===== config.mk =====
export PLATFORM = sky130hd
export DESIGN_NAME = accumulator_transfer_alu
export DESIGN_NICKNAME = d
export VERILOG_FILES = /design/src/hw/alu_xfer_pkg.sv /design/src/hw/accumulator_transfer_alu.sv
export SDC_FILE = /design/constraint.sdc
export NUM_CORES = 1
export LEC_CHECK = 0
export ABC_AREA = 1
export CAP_MARGIN = 20
export CORE_UTILIZATION = 45
export DETAILED_ROUTE_END_ITERATION = 10
export DONT_BUFFER_PORTS = 1
export GPL_ROUTABILITY_DRIVEN = 0
export HOLD_SLACK_MARGIN = 0.08
export SLEW_MARGIN = 20
export SYNTH_ARGS = -nofsm -noshare
export SYNTH_HDL_FRONTEND = slang
export SYNTH_SLANG_ARGS = --single-unit

===== constraint.sdc =====
create_clock -name clk_sys -period 3.3 [get_ports clk_sys]
set_input_delay 0.33 -clock clk_sys [delete_from_list [all_inputs] [get_ports clk_sys]]
set_output_delay 0.33 -clock clk_sys [all_outputs]
set_load 0.05 [all_outputs]

===== src/hw/alu_xfer_pkg.sv =====
// Constants, types and helpers for the accumulator transfer ALU
package alu_xfer_pkg;
	localparam logic [2:0] CODE_MEM = 3'h6;
	localparam logic [2:0] CODE_ACC = 3'h7;
	localparam logic [2:0] CODE_B = 3'h0;
	localparam logic [2:0] CODE_C = 3'h1;
	localparam logic [2:0] CODE_D = 3'h2;
	localparam logic [2:0] CODE_E = 3'h3;
	localparam logic [2:0] CODE_H = 3'h4;
	localparam logic [2:0] CODE_L = 3'h5;
	localparam logic [1:0] GRP_MISC = 2'h0;
	localparam logic [1:0] GRP_COPY = 2'h1;
	localparam logic [1:0] GRP_ALU = 2'h2;
	localparam logic [7:0] OP_RAR = 8'h1F;
	localparam logic [2:0] LOW_PAIR_XFER = 3'h2;
	localparam int PAIR_SEL_BIT = 4;
	localparam int LOAD_BIT = 3;
	localparam int HIGH_BIT = 5;
	localparam logic [7:0] REG_RST = 8'h00;
	localparam logic [7:0] OFS_FLAGS = 8'h18;
	localparam logic [7:0] OFS_STATUS = 8'h20;
	localparam logic [1:0] RESP_OKAY = 2'h0;
	localparam logic [1:0] RESP_SLVERR = 2'h2;
	localparam int FLAG_SIGN = 7;
	localparam int FLAG_ZERO = 6;
	localparam int FLAG_AUX = 4;
	localparam int FLAG_PAR = 2;
	localparam int FLAG_ONE = 1;
	localparam int FLAG_CARRY = 0;

	typedef enum logic [2:0] {ALU_ADD, ALU_ADC, ALU_SUB, ALU_SBB, ALU_AND, ALU_XOR, ALU_OR, ALU_CMP} alu_op_type;
	typedef enum {ST_IDLE, ST_MEM, ST_EXEC, ST_DONE} state_type;
	typedef struct packed {logic sign; logic zero; logic aux; logic parity; logic carry;} flags_type;
	typedef struct packed {logic [7:0] res; flags_type flags;} alu_out_type;
	typedef struct packed {logic rotate_right_thru_carry; logic copy; logic store_acc_indirect; logic load_acc_indirect; logic alu; logic memRd; logic memWr;} dec_type;
	typedef struct packed {logic valid; logic write; logic [15:0] addr; logic [7:0] wdata;} mem_req_type;
	typedef struct packed {
		logic awvalid; logic [7:0] awaddr; logic wvalid; logic [31:0] wdata; logic [3:0] wstrb;
		logic bready; logic arvalid; logic [7:0] araddr; logic rready;
	} axi_req_type;
	typedef struct packed {
		logic awready; logic wready; logic bvalid; logic [1:0] bresp;
		logic arready; logic rvalid; logic [31:0] rdata; logic [1:0] rresp;
	} axi_rsp_type;

	function automatic logic [2:0] source_field(logic [7:0] o);
		return o[2:0];
	endfunction
	function automatic logic [2:0] dest_field(logic [7:0] o);
		return o[5:3];
	endfunction

	// Opcode group decode, shared by the take and execute stages
	function automatic dec_type decode(logic [7:0] o);
		dec_type d;
		logic pair;
		d.rotate_right_thru_carry = (o == OP_RAR);
		d.copy = (o[7:6] == GRP_COPY);
		pair = (o[7:6] == GRP_MISC) && (source_field(o) == LOW_PAIR_XFER) && !o[HIGH_BIT];
		d.store_acc_indirect = pair && !o[LOAD_BIT];
		d.load_acc_indirect = pair && o[LOAD_BIT];
		d.alu = (o[7:6] == GRP_ALU);
		// Memory to memory copy is not valid code; it only runs a memory read here and writes nothing
		d.memRd = d.load_acc_indirect || ((d.copy || d.alu) && source_field(o) == CODE_MEM);
		d.memWr = d.store_acc_indirect || (d.copy && dest_field(o) == CODE_MEM && source_field(o) != CODE_MEM);
		return d;
	endfunction

	// Flag byte as software sees it at the flags register offset
	function automatic logic [7:0] flag_byte(flags_type f);
		logic [7:0] b;
		b = 8'h00;
		b[FLAG_SIGN] = f.sign;
		b[FLAG_ZERO] = f.zero;
		b[FLAG_AUX] = f.aux;
		b[FLAG_PAR] = f.parity;
		b[FLAG_ONE] = 1'b1;
		b[FLAG_CARRY] = f.carry;
		return b;
	endfunction

	// Eight accumulator operations; subtraction runs through the adder
	function automatic alu_out_type alu_calc(alu_op_type op, logic [7:0] a, logic [7:0] b, flags_type f);
		alu_out_type r;
		logic sub;
		logic arith;
		logic ci;
		logic [7:0] bb;
		logic [8:0] sum;
		logic [4:0] low;
		sub = (op == ALU_SUB) || (op == ALU_SBB) || (op == ALU_CMP);
		arith = (op == ALU_ADD) || (op == ALU_ADC) || sub;
		ci = ((op == ALU_ADC) || (op == ALU_SBB)) ? f.carry : 1'b0;
		bb = sub ? ~b : b;
		ci = sub ? ~ci : ci;
		sum = {1'b0, a} + {1'b0, bb} + {8'h00, ci};
		low = {1'b0, a[3:0]} + {1'b0, bb[3:0]} + {4'h0, ci};
		case (op)
			ALU_AND: r.res = a & b;
			ALU_XOR: r.res = a ^ b;
			ALU_OR: r.res = a | b;
			default: r.res = sum[7:0];
		endcase
		r.flags.sign = r.res[7];
		r.flags.zero = (r.res == 8'h00);
		r.flags.parity = ~^r.res;
		r.flags.carry = arith ? (sum[8] ^ sub) : 1'b0;
		r.flags.aux = arith ? (low[4] ^ sub) : f.aux;
		return r;
	endfunction
endpackage


===== src/hw/accumulator_transfer_alu.sv =====
// Decode and datapath for rotate, copy, indirect load/store and accumulator ALU ops
//
// The AXI4-Lite register port and the register offsets were left to the implementer.
`timescale 1ns/1ps
module accumulator_transfer_alu import alu_xfer_pkg::*; (
	input wire logic clk_sys,
	input wire logic rst_n,
	input wire axi_req_type axiReq,
	output axi_rsp_type axiRsp,
	input wire logic opValid,
	input wire logic [7:0] opCode,
	output logic opReady,
	output logic opDone,
	output mem_req_type memReq,
	input wire logic memDone,
	input wire logic [7:0] memRdData
);
	logic [7:0] regs_q [0:7];
	flags_type flags_q;
	state_type state_q;
	logic [7:0] opc_q;
	logic [7:0] memData_q;
	logic opReady_q;
	logic opDone_q;
	mem_req_type memReq_q;
	axi_rsp_type axiRsp_q;
	logic [7:0] awAddr_q;
	logic [7:0] wByte_q;
	logic wLane_q;
	dec_type inDec;
	dec_type exDec;
	logic [15:0] inAddr;
	logic [7:0] inData;
	logic [7:0] srcVal;
	alu_out_type aluOut;
	logic axiWrEn;
	logic axiWrOk;
	logic wrMapped;
	logic rdMapped;
	logic [7:0] rdByte;

	assign axiRsp = axiRsp_q;
	assign opReady = opReady_q;
	assign opDone = opDone_q;
	assign memReq = memReq_q;

	// Incoming opcode: memory address and store data picked at take time
	always_comb begin
		inDec = decode(opCode);
		if ((inDec.copy || inDec.alu) && (source_field(opCode) == CODE_MEM || dest_field(opCode) == CODE_MEM)) begin
			inAddr = {regs_q[CODE_H], regs_q[CODE_L]};
		end else if (opCode[PAIR_SEL_BIT]) begin
			inAddr = {regs_q[CODE_D], regs_q[CODE_E]};
		end else begin
			inAddr = {regs_q[CODE_B], regs_q[CODE_C]};
		end
		inData = inDec.store_acc_indirect ? regs_q[CODE_ACC] : regs_q[source_field(opCode)];
	end

	// Held opcode: operand select and ALU result
	always_comb begin
		exDec = decode(opc_q);
		srcVal = (source_field(opc_q) == CODE_MEM) ? memData_q : regs_q[source_field(opc_q)];
		aluOut = alu_calc(alu_op_type'(dest_field(opc_q)), regs_q[CODE_ACC], srcVal, flags_q);
	end

	// Sequencing: take opcode, run memory cycle if needed, execute, report done
	always_ff @(posedge clk_sys) begin
		if (!rst_n) begin
			state_q <= ST_IDLE;
			opc_q <= REG_RST;
			memData_q <= REG_RST;
			opReady_q <= 1'b1;
			opDone_q <= 1'b0;
			memReq_q <= '0;
		end else begin
			case (state_q)
				ST_IDLE: begin
					if (opValid && opReady_q) begin
						opc_q <= opCode;
						opReady_q <= 1'b0;
						if (inDec.memRd || inDec.memWr) begin
							memReq_q <= '{valid: 1'b1, write: inDec.memWr, addr: inAddr, wdata: inData};
							state_q <= ST_MEM;
						end else begin
							state_q <= ST_EXEC;
						end
					end
				end
				ST_MEM: begin
					// Request holds until the memory answers; no timeout by design
					if (memDone) begin
						memReq_q.valid <= 1'b0;
						memData_q <= memRdData;
						state_q <= ST_EXEC;
					end
				end
				ST_EXEC: begin
					opDone_q <= 1'b1;
					state_q <= ST_DONE;
				end
				ST_DONE: begin
					opDone_q <= 1'b0;
					opReady_q <= 1'b1;
					state_q <= ST_IDLE;
				end
				default: state_q <= ST_IDLE;
			endcase
		end
	end

	// Register file and flags; execution owns them, software writes only while idle
	always_ff @(posedge clk_sys) begin
		if (!rst_n) begin
			for (int i = 0; i < 8; i++) begin
				regs_q[i] <= REG_RST;
			end
			flags_q <= '0;
		end else if (state_q == ST_EXEC) begin
			if (exDec.rotate_right_thru_carry) begin
				regs_q[CODE_ACC] <= {flags_q.carry, regs_q[CODE_ACC][7:1]};
				flags_q.carry <= regs_q[CODE_ACC][0];
			end
			if (exDec.copy && dest_field(opc_q) != CODE_MEM && source_field(opc_q) != CODE_MEM) begin
				regs_q[dest_field(opc_q)] <= srcVal;
			end
			if (exDec.copy && dest_field(opc_q) != CODE_MEM && source_field(opc_q) == CODE_MEM) begin
				regs_q[dest_field(opc_q)] <= memData_q;
			end
			if (exDec.load_acc_indirect) begin
				regs_q[CODE_ACC] <= memData_q;
			end
			if (exDec.alu) begin
				flags_q <= aluOut.flags;
				if (alu_op_type'(dest_field(opc_q)) != ALU_CMP) begin
					regs_q[CODE_ACC] <= aluOut.res;
				end
			end
		end else if (axiWrEn && axiWrOk && wLane_q) begin
			if (awAddr_q == OFS_FLAGS) begin
				flags_q <= '{sign: wByte_q[FLAG_SIGN], zero: wByte_q[FLAG_ZERO], aux: wByte_q[FLAG_AUX],
					parity: wByte_q[FLAG_PAR], carry: wByte_q[FLAG_CARRY]};
			end else if (awAddr_q != OFS_STATUS) begin
				regs_q[awAddr_q[4:2]] <= wByte_q;
			end
		end
	end

	// Bus decode; the status word is read only
	always_comb begin
		axiWrEn = !axiRsp_q.awready && !axiRsp_q.wready && !axiRsp_q.bvalid;
		wrMapped = (awAddr_q[1:0] == 2'h0) && (awAddr_q < OFS_STATUS);
		axiWrOk = wrMapped && (state_q == ST_IDLE);
		rdMapped = (axiReq.araddr[1:0] == 2'h0) && (axiReq.araddr <= OFS_STATUS);
		rdByte = (axiReq.araddr == OFS_FLAGS) ? flag_byte(flags_q) : regs_q[axiReq.araddr[4:2]];
	end

	// AXI4-Lite slave; address and data taken in either order, one of each at a time
	always_ff @(posedge clk_sys) begin
		if (!rst_n) begin
			axiRsp_q <= '{awready: 1'b1, wready: 1'b1, arready: 1'b1, default: '0};
			awAddr_q <= REG_RST;
			wByte_q <= REG_RST;
			wLane_q <= 1'b0;
		end else begin
			if (axiReq.awvalid && axiRsp_q.awready) begin
				awAddr_q <= axiReq.awaddr;
				axiRsp_q.awready <= 1'b0;
			end
			if (axiReq.wvalid && axiRsp_q.wready) begin
				wByte_q <= axiReq.wdata[7:0];
				wLane_q <= axiReq.wstrb[0];
				axiRsp_q.wready <= 1'b0;
			end
			if (axiWrEn) begin
				axiRsp_q.bvalid <= 1'b1;
				axiRsp_q.bresp <= axiWrOk ? RESP_OKAY : RESP_SLVERR;
			end
			if (axiRsp_q.bvalid && axiReq.bready) begin
				axiRsp_q.bvalid <= 1'b0;
				axiRsp_q.awready <= 1'b1;
				axiRsp_q.wready <= 1'b1;
			end
			if (axiReq.arvalid && axiRsp_q.arready) begin
				axiRsp_q.arready <= 1'b0;
				axiRsp_q.rvalid <= 1'b1;
				axiRsp_q.rresp <= rdMapped ? RESP_OKAY : RESP_SLVERR;
				if (!rdMapped) begin
					axiRsp_q.rdata <= '0;
				end else if (axiReq.araddr == OFS_STATUS) begin
					axiRsp_q.rdata <= {16'h0000, opc_q, 7'h00, state_q != ST_IDLE};
				end else begin
					axiRsp_q.rdata <= {24'h000000, rdByte};
				end
			end
			if (axiRsp_q.rvalid && axiReq.rready) begin
				axiRsp_q.rvalid <= 1'b0;
				axiRsp_q.arready <= 1'b1;
			end
		end
	end
endmodule


==> results.toml <==
[clocking]
clkSinkCount = 158
root_buffer = "clkbuf_16"
htree_levels = 4
cts_made_buffers = 17
cts_buffer_depth = 2
clk_latency_ps = 440
clk_pin_slew_ps = 70
cts_tree = "done"

[outcome]
status = "finished, violations left"
failed_checks = "negative setup slack"

[critical_path]
r2r_end = "flags_q[1]"
crit_buf_inv = 2
path_class = "reg -> reg"
crit_fanout = 5
cp.arrival_ps = 3660
worstPathCellList = "buf_12 > nand2_2 > nand3_2 > nand3_2 > nand3_2 > nand2_2 > xor2_2 > fa_2 > fa_2 > nand2_2 > nand3_4 > nand2_4 > xor2_2 > o21ai_1 > inv_1 > ha_4 > xor2_2 > xnor2_2 > o21ai_1 > nand2_1 > a21oi_1"
critPathLaunchType = "register"
critPathSlowestCell = "dfxtp_4"
reg2regPathDepth = 21
end_kind = "register"
cp_slowest_stage_delay_ps = 420
reg2reg_slack_ps = -50
path_depth = 21
cpLargestDelayFamily = "adder cells"
cp.required_ps = 3610

[placement]
pre_cts_slack_ps = -135
dp_hpwl_mm = 26.0
portBuffers = 0

[detailed_routing]
routed_via_density = 5.67
wl_per_cell_um = 19.3
routed_wl_mm = 35.0
firstDrtPassIters = 8
via_count = 10300
post-route-drc-count = 0
ant_nets = 0
drtIter0Drc = 1218

[finish]
synthToLayoutAreaGrowth_pct = 21.9
layout_common_cells = "nand2_1, a21oi_1, o21ai_0, inv_1, nand3_1"
utilization_pct = 55.8
nets = 1638
n_antenna_cell = 0
drive_gt1_share_pct = 17.3
layout_commonest_cell = "nand2_1"

[floorplanning]
core_region_area_um2 = 21800
die_x_um = 151
fp.dieH_um = 151
die_area_um2 = 22700
initial_core_util_pct = 45.8
ios = 146
rows = 54

[power_and_ir_drop]
leakage_nw = 5.39
vdd_drop_max_mv = 0.639
p_per_area_nw_per_um2 = 798
fin_total_pwr_mw = 9.70

[hold_path]
hp-start = "memRdData[4]"
holdPathEnd = "memData_q[4]"
hold_class = "in -> reg"
holdPathStages = 2

[grt]
grt_start_max_net_pins = 53
antenna_found_initial = 1
overflow = 0
grt_pass1_vias = 9209
track_usage_pct = 30.8
grt_pass1_wl_mm = 51.9

[synthesis]
yosys-top-cells-area = "edfxtp_1, dfxtp_1, nand2_1, a21oi_1, o21ai_0"
ys_ff_latch = 158
yosys.area.top_type_share_pct = 19.3
synthDistinctLibCells = 45
syn_area_per_cell_um2 = 6.97
synth_top_area_cell = "edfxtp_1"
synth_cells = 1430
yosys_warnings = 0
ys_seq_area_share_pct = 38.2
syn_area_um2 = 9970

[sta]
finClkSkew_ps = 12.5
final_max_slew_viol_count = 0
min_period_ps = 3350
timing.final.ws_setup_ps = -47.2
report.final.setup_viol = 1
hold_violations = 0
fin_crit_sh_pct = 101
rsz0062_at_grt = "yes"
worstMarginPinSlew_ps = 854
relSlewSlack_pct = 42.5
timing.fmax_ghz = 0.299

[job]
maxCapViolCount = 0
## layout make-up
| class | count | area (µm²) |
|---|---|---|
| Tap cell | 280 | 350 |
| Inverter | 160 | 606 |
| Multi-Input combinational cell | 1050 | 5560 |
| Sequential cell | 158 | 3810 |
| Clock buffer | 18 | 450 |
| Timing Repair Buffer | 139 | 1210 |
| Clock inverter | 14 | 164 |
| Fill cell | 2090 | 9610 |
## worst max path at each step
stage | endpoint | slack, ps
2_1_floorplan | flags_q[1] | 20
3_3_place_gp | flags_q[1] | -80
3_5_place_dp | flags_q[1] | -130
4_1_cts | flags_q[1] | -40
5_1_grt | flags_q[1] | -180
6_report | flags_q[1] | -50
## worst register-to-register path: stages, from the launching register on
cell and delay (ps):
dfxtp_4 420, buf_12 140, nand2_2 60, nand3_2 80, nand3_2 80, nand3_2 70, nand2_2 80, xor2_2 150
fa_2 360, fa_2 380, nand2_2 110, nand3_4 90, nand2_4 100, xor2_2 60, o21ai_1 140, inv_1 100
ha_4 290, xor2_2 170, xnor2_2 140, o21ai_1 90, nand2_1 60, a21oi_1 50
## per-layer routing
layer  GRT usage [%]  routed length [µm]  vias to the layer above
met4            14.8                1630                        0
met5               0                   0                        -
li1                -                   -                     4901
met3            6.20                3710                       99
met2            44.9               14900                      605
met1            43.3               14900                     4717
## cells in the mapped netlist, drive strengths merged
| library cell | count |
|---|---|
| o211a | 1 |
| nor4 | 2 |
| nand3 | 153 |
| o21ai | 158 |
| o211ai | 12 |
| nor3b | 2 |
| nor3 | 6 |
| nor2 | 127 |
| a21oi | 160 |
| ha | 33 |
| inv | 157 |
| nand3b | 3 |
| a21boi | 1 |
| clkbuf | 42 |
| nand2 | 329 |
| conb | 1 |
| o21bai | 1 |
| o21a | 2 |
| a22o | 1 |
| xnor2 | 2 |
| o31ai | 1 |
| fa | 2 |
| o2111ai | 4 |
| buf | 45 |
| or2 | 1 |
| a221o | 1 |
| edfxtp | 64 |
| clkinv | 3 |
| xor2 | 13 |
| dfxtp | 94 |
| nand4 | 9 |
## cell families (layout without fill, tap and decap cells)
group	after synthesis	in the layout	share of synthesized area (%)
compound gates	342	342	18.0
xor+xnor	15	15	1.32
fa+ha+maj	35	35	4.54
buf+inv	247	331	10.3
flops	158	158	38.2
other cells	1	26	0.0376
simple gates	632	632	27.6
## sequential cells by signal (all words and copies together), names as in the netlist, named ones only
register	flops
memReq	26
opReady	1
memData_q	8
regs_q	64
awAddr_q	8
wLane_q	1
axiRsp	23
opDone	1
flags_q	5
state_q	2
opc_q	8
wByte_q	8
## through the flow
step	hold slack (ps)	instance area [µm²]	setup TNS (ps)	std cells
floorplan	430	10100	0	1455
global placement	432	10700	-82.1	1739
detailed placement	441	10700	-135	1739
CTS	82.2	11800	-69.6	1815
global route	84.6	12100	-248	1819
finish	80.5	12100	-47.2	1819
## what timing repair did
item / 4_1_cts / 5_1_grt
resized for setup: 27 / 65
cloned: 1 / 0
setup endpoints to repair: 1 / 3
hold endpoints to repair: 58 / 0
buffers inserted: 17 / 6
hold buffers: 26 / 0
pin swaps: 14 / 36
## where the power goes
part,total [mW],switching (mW),internal (mW)
Clock,2.11,0.923,1.19
Sequential,2.46,0.260,2.20
Combinational,5.12,2.90,2.22
Power figures use the tool's default switching activity.
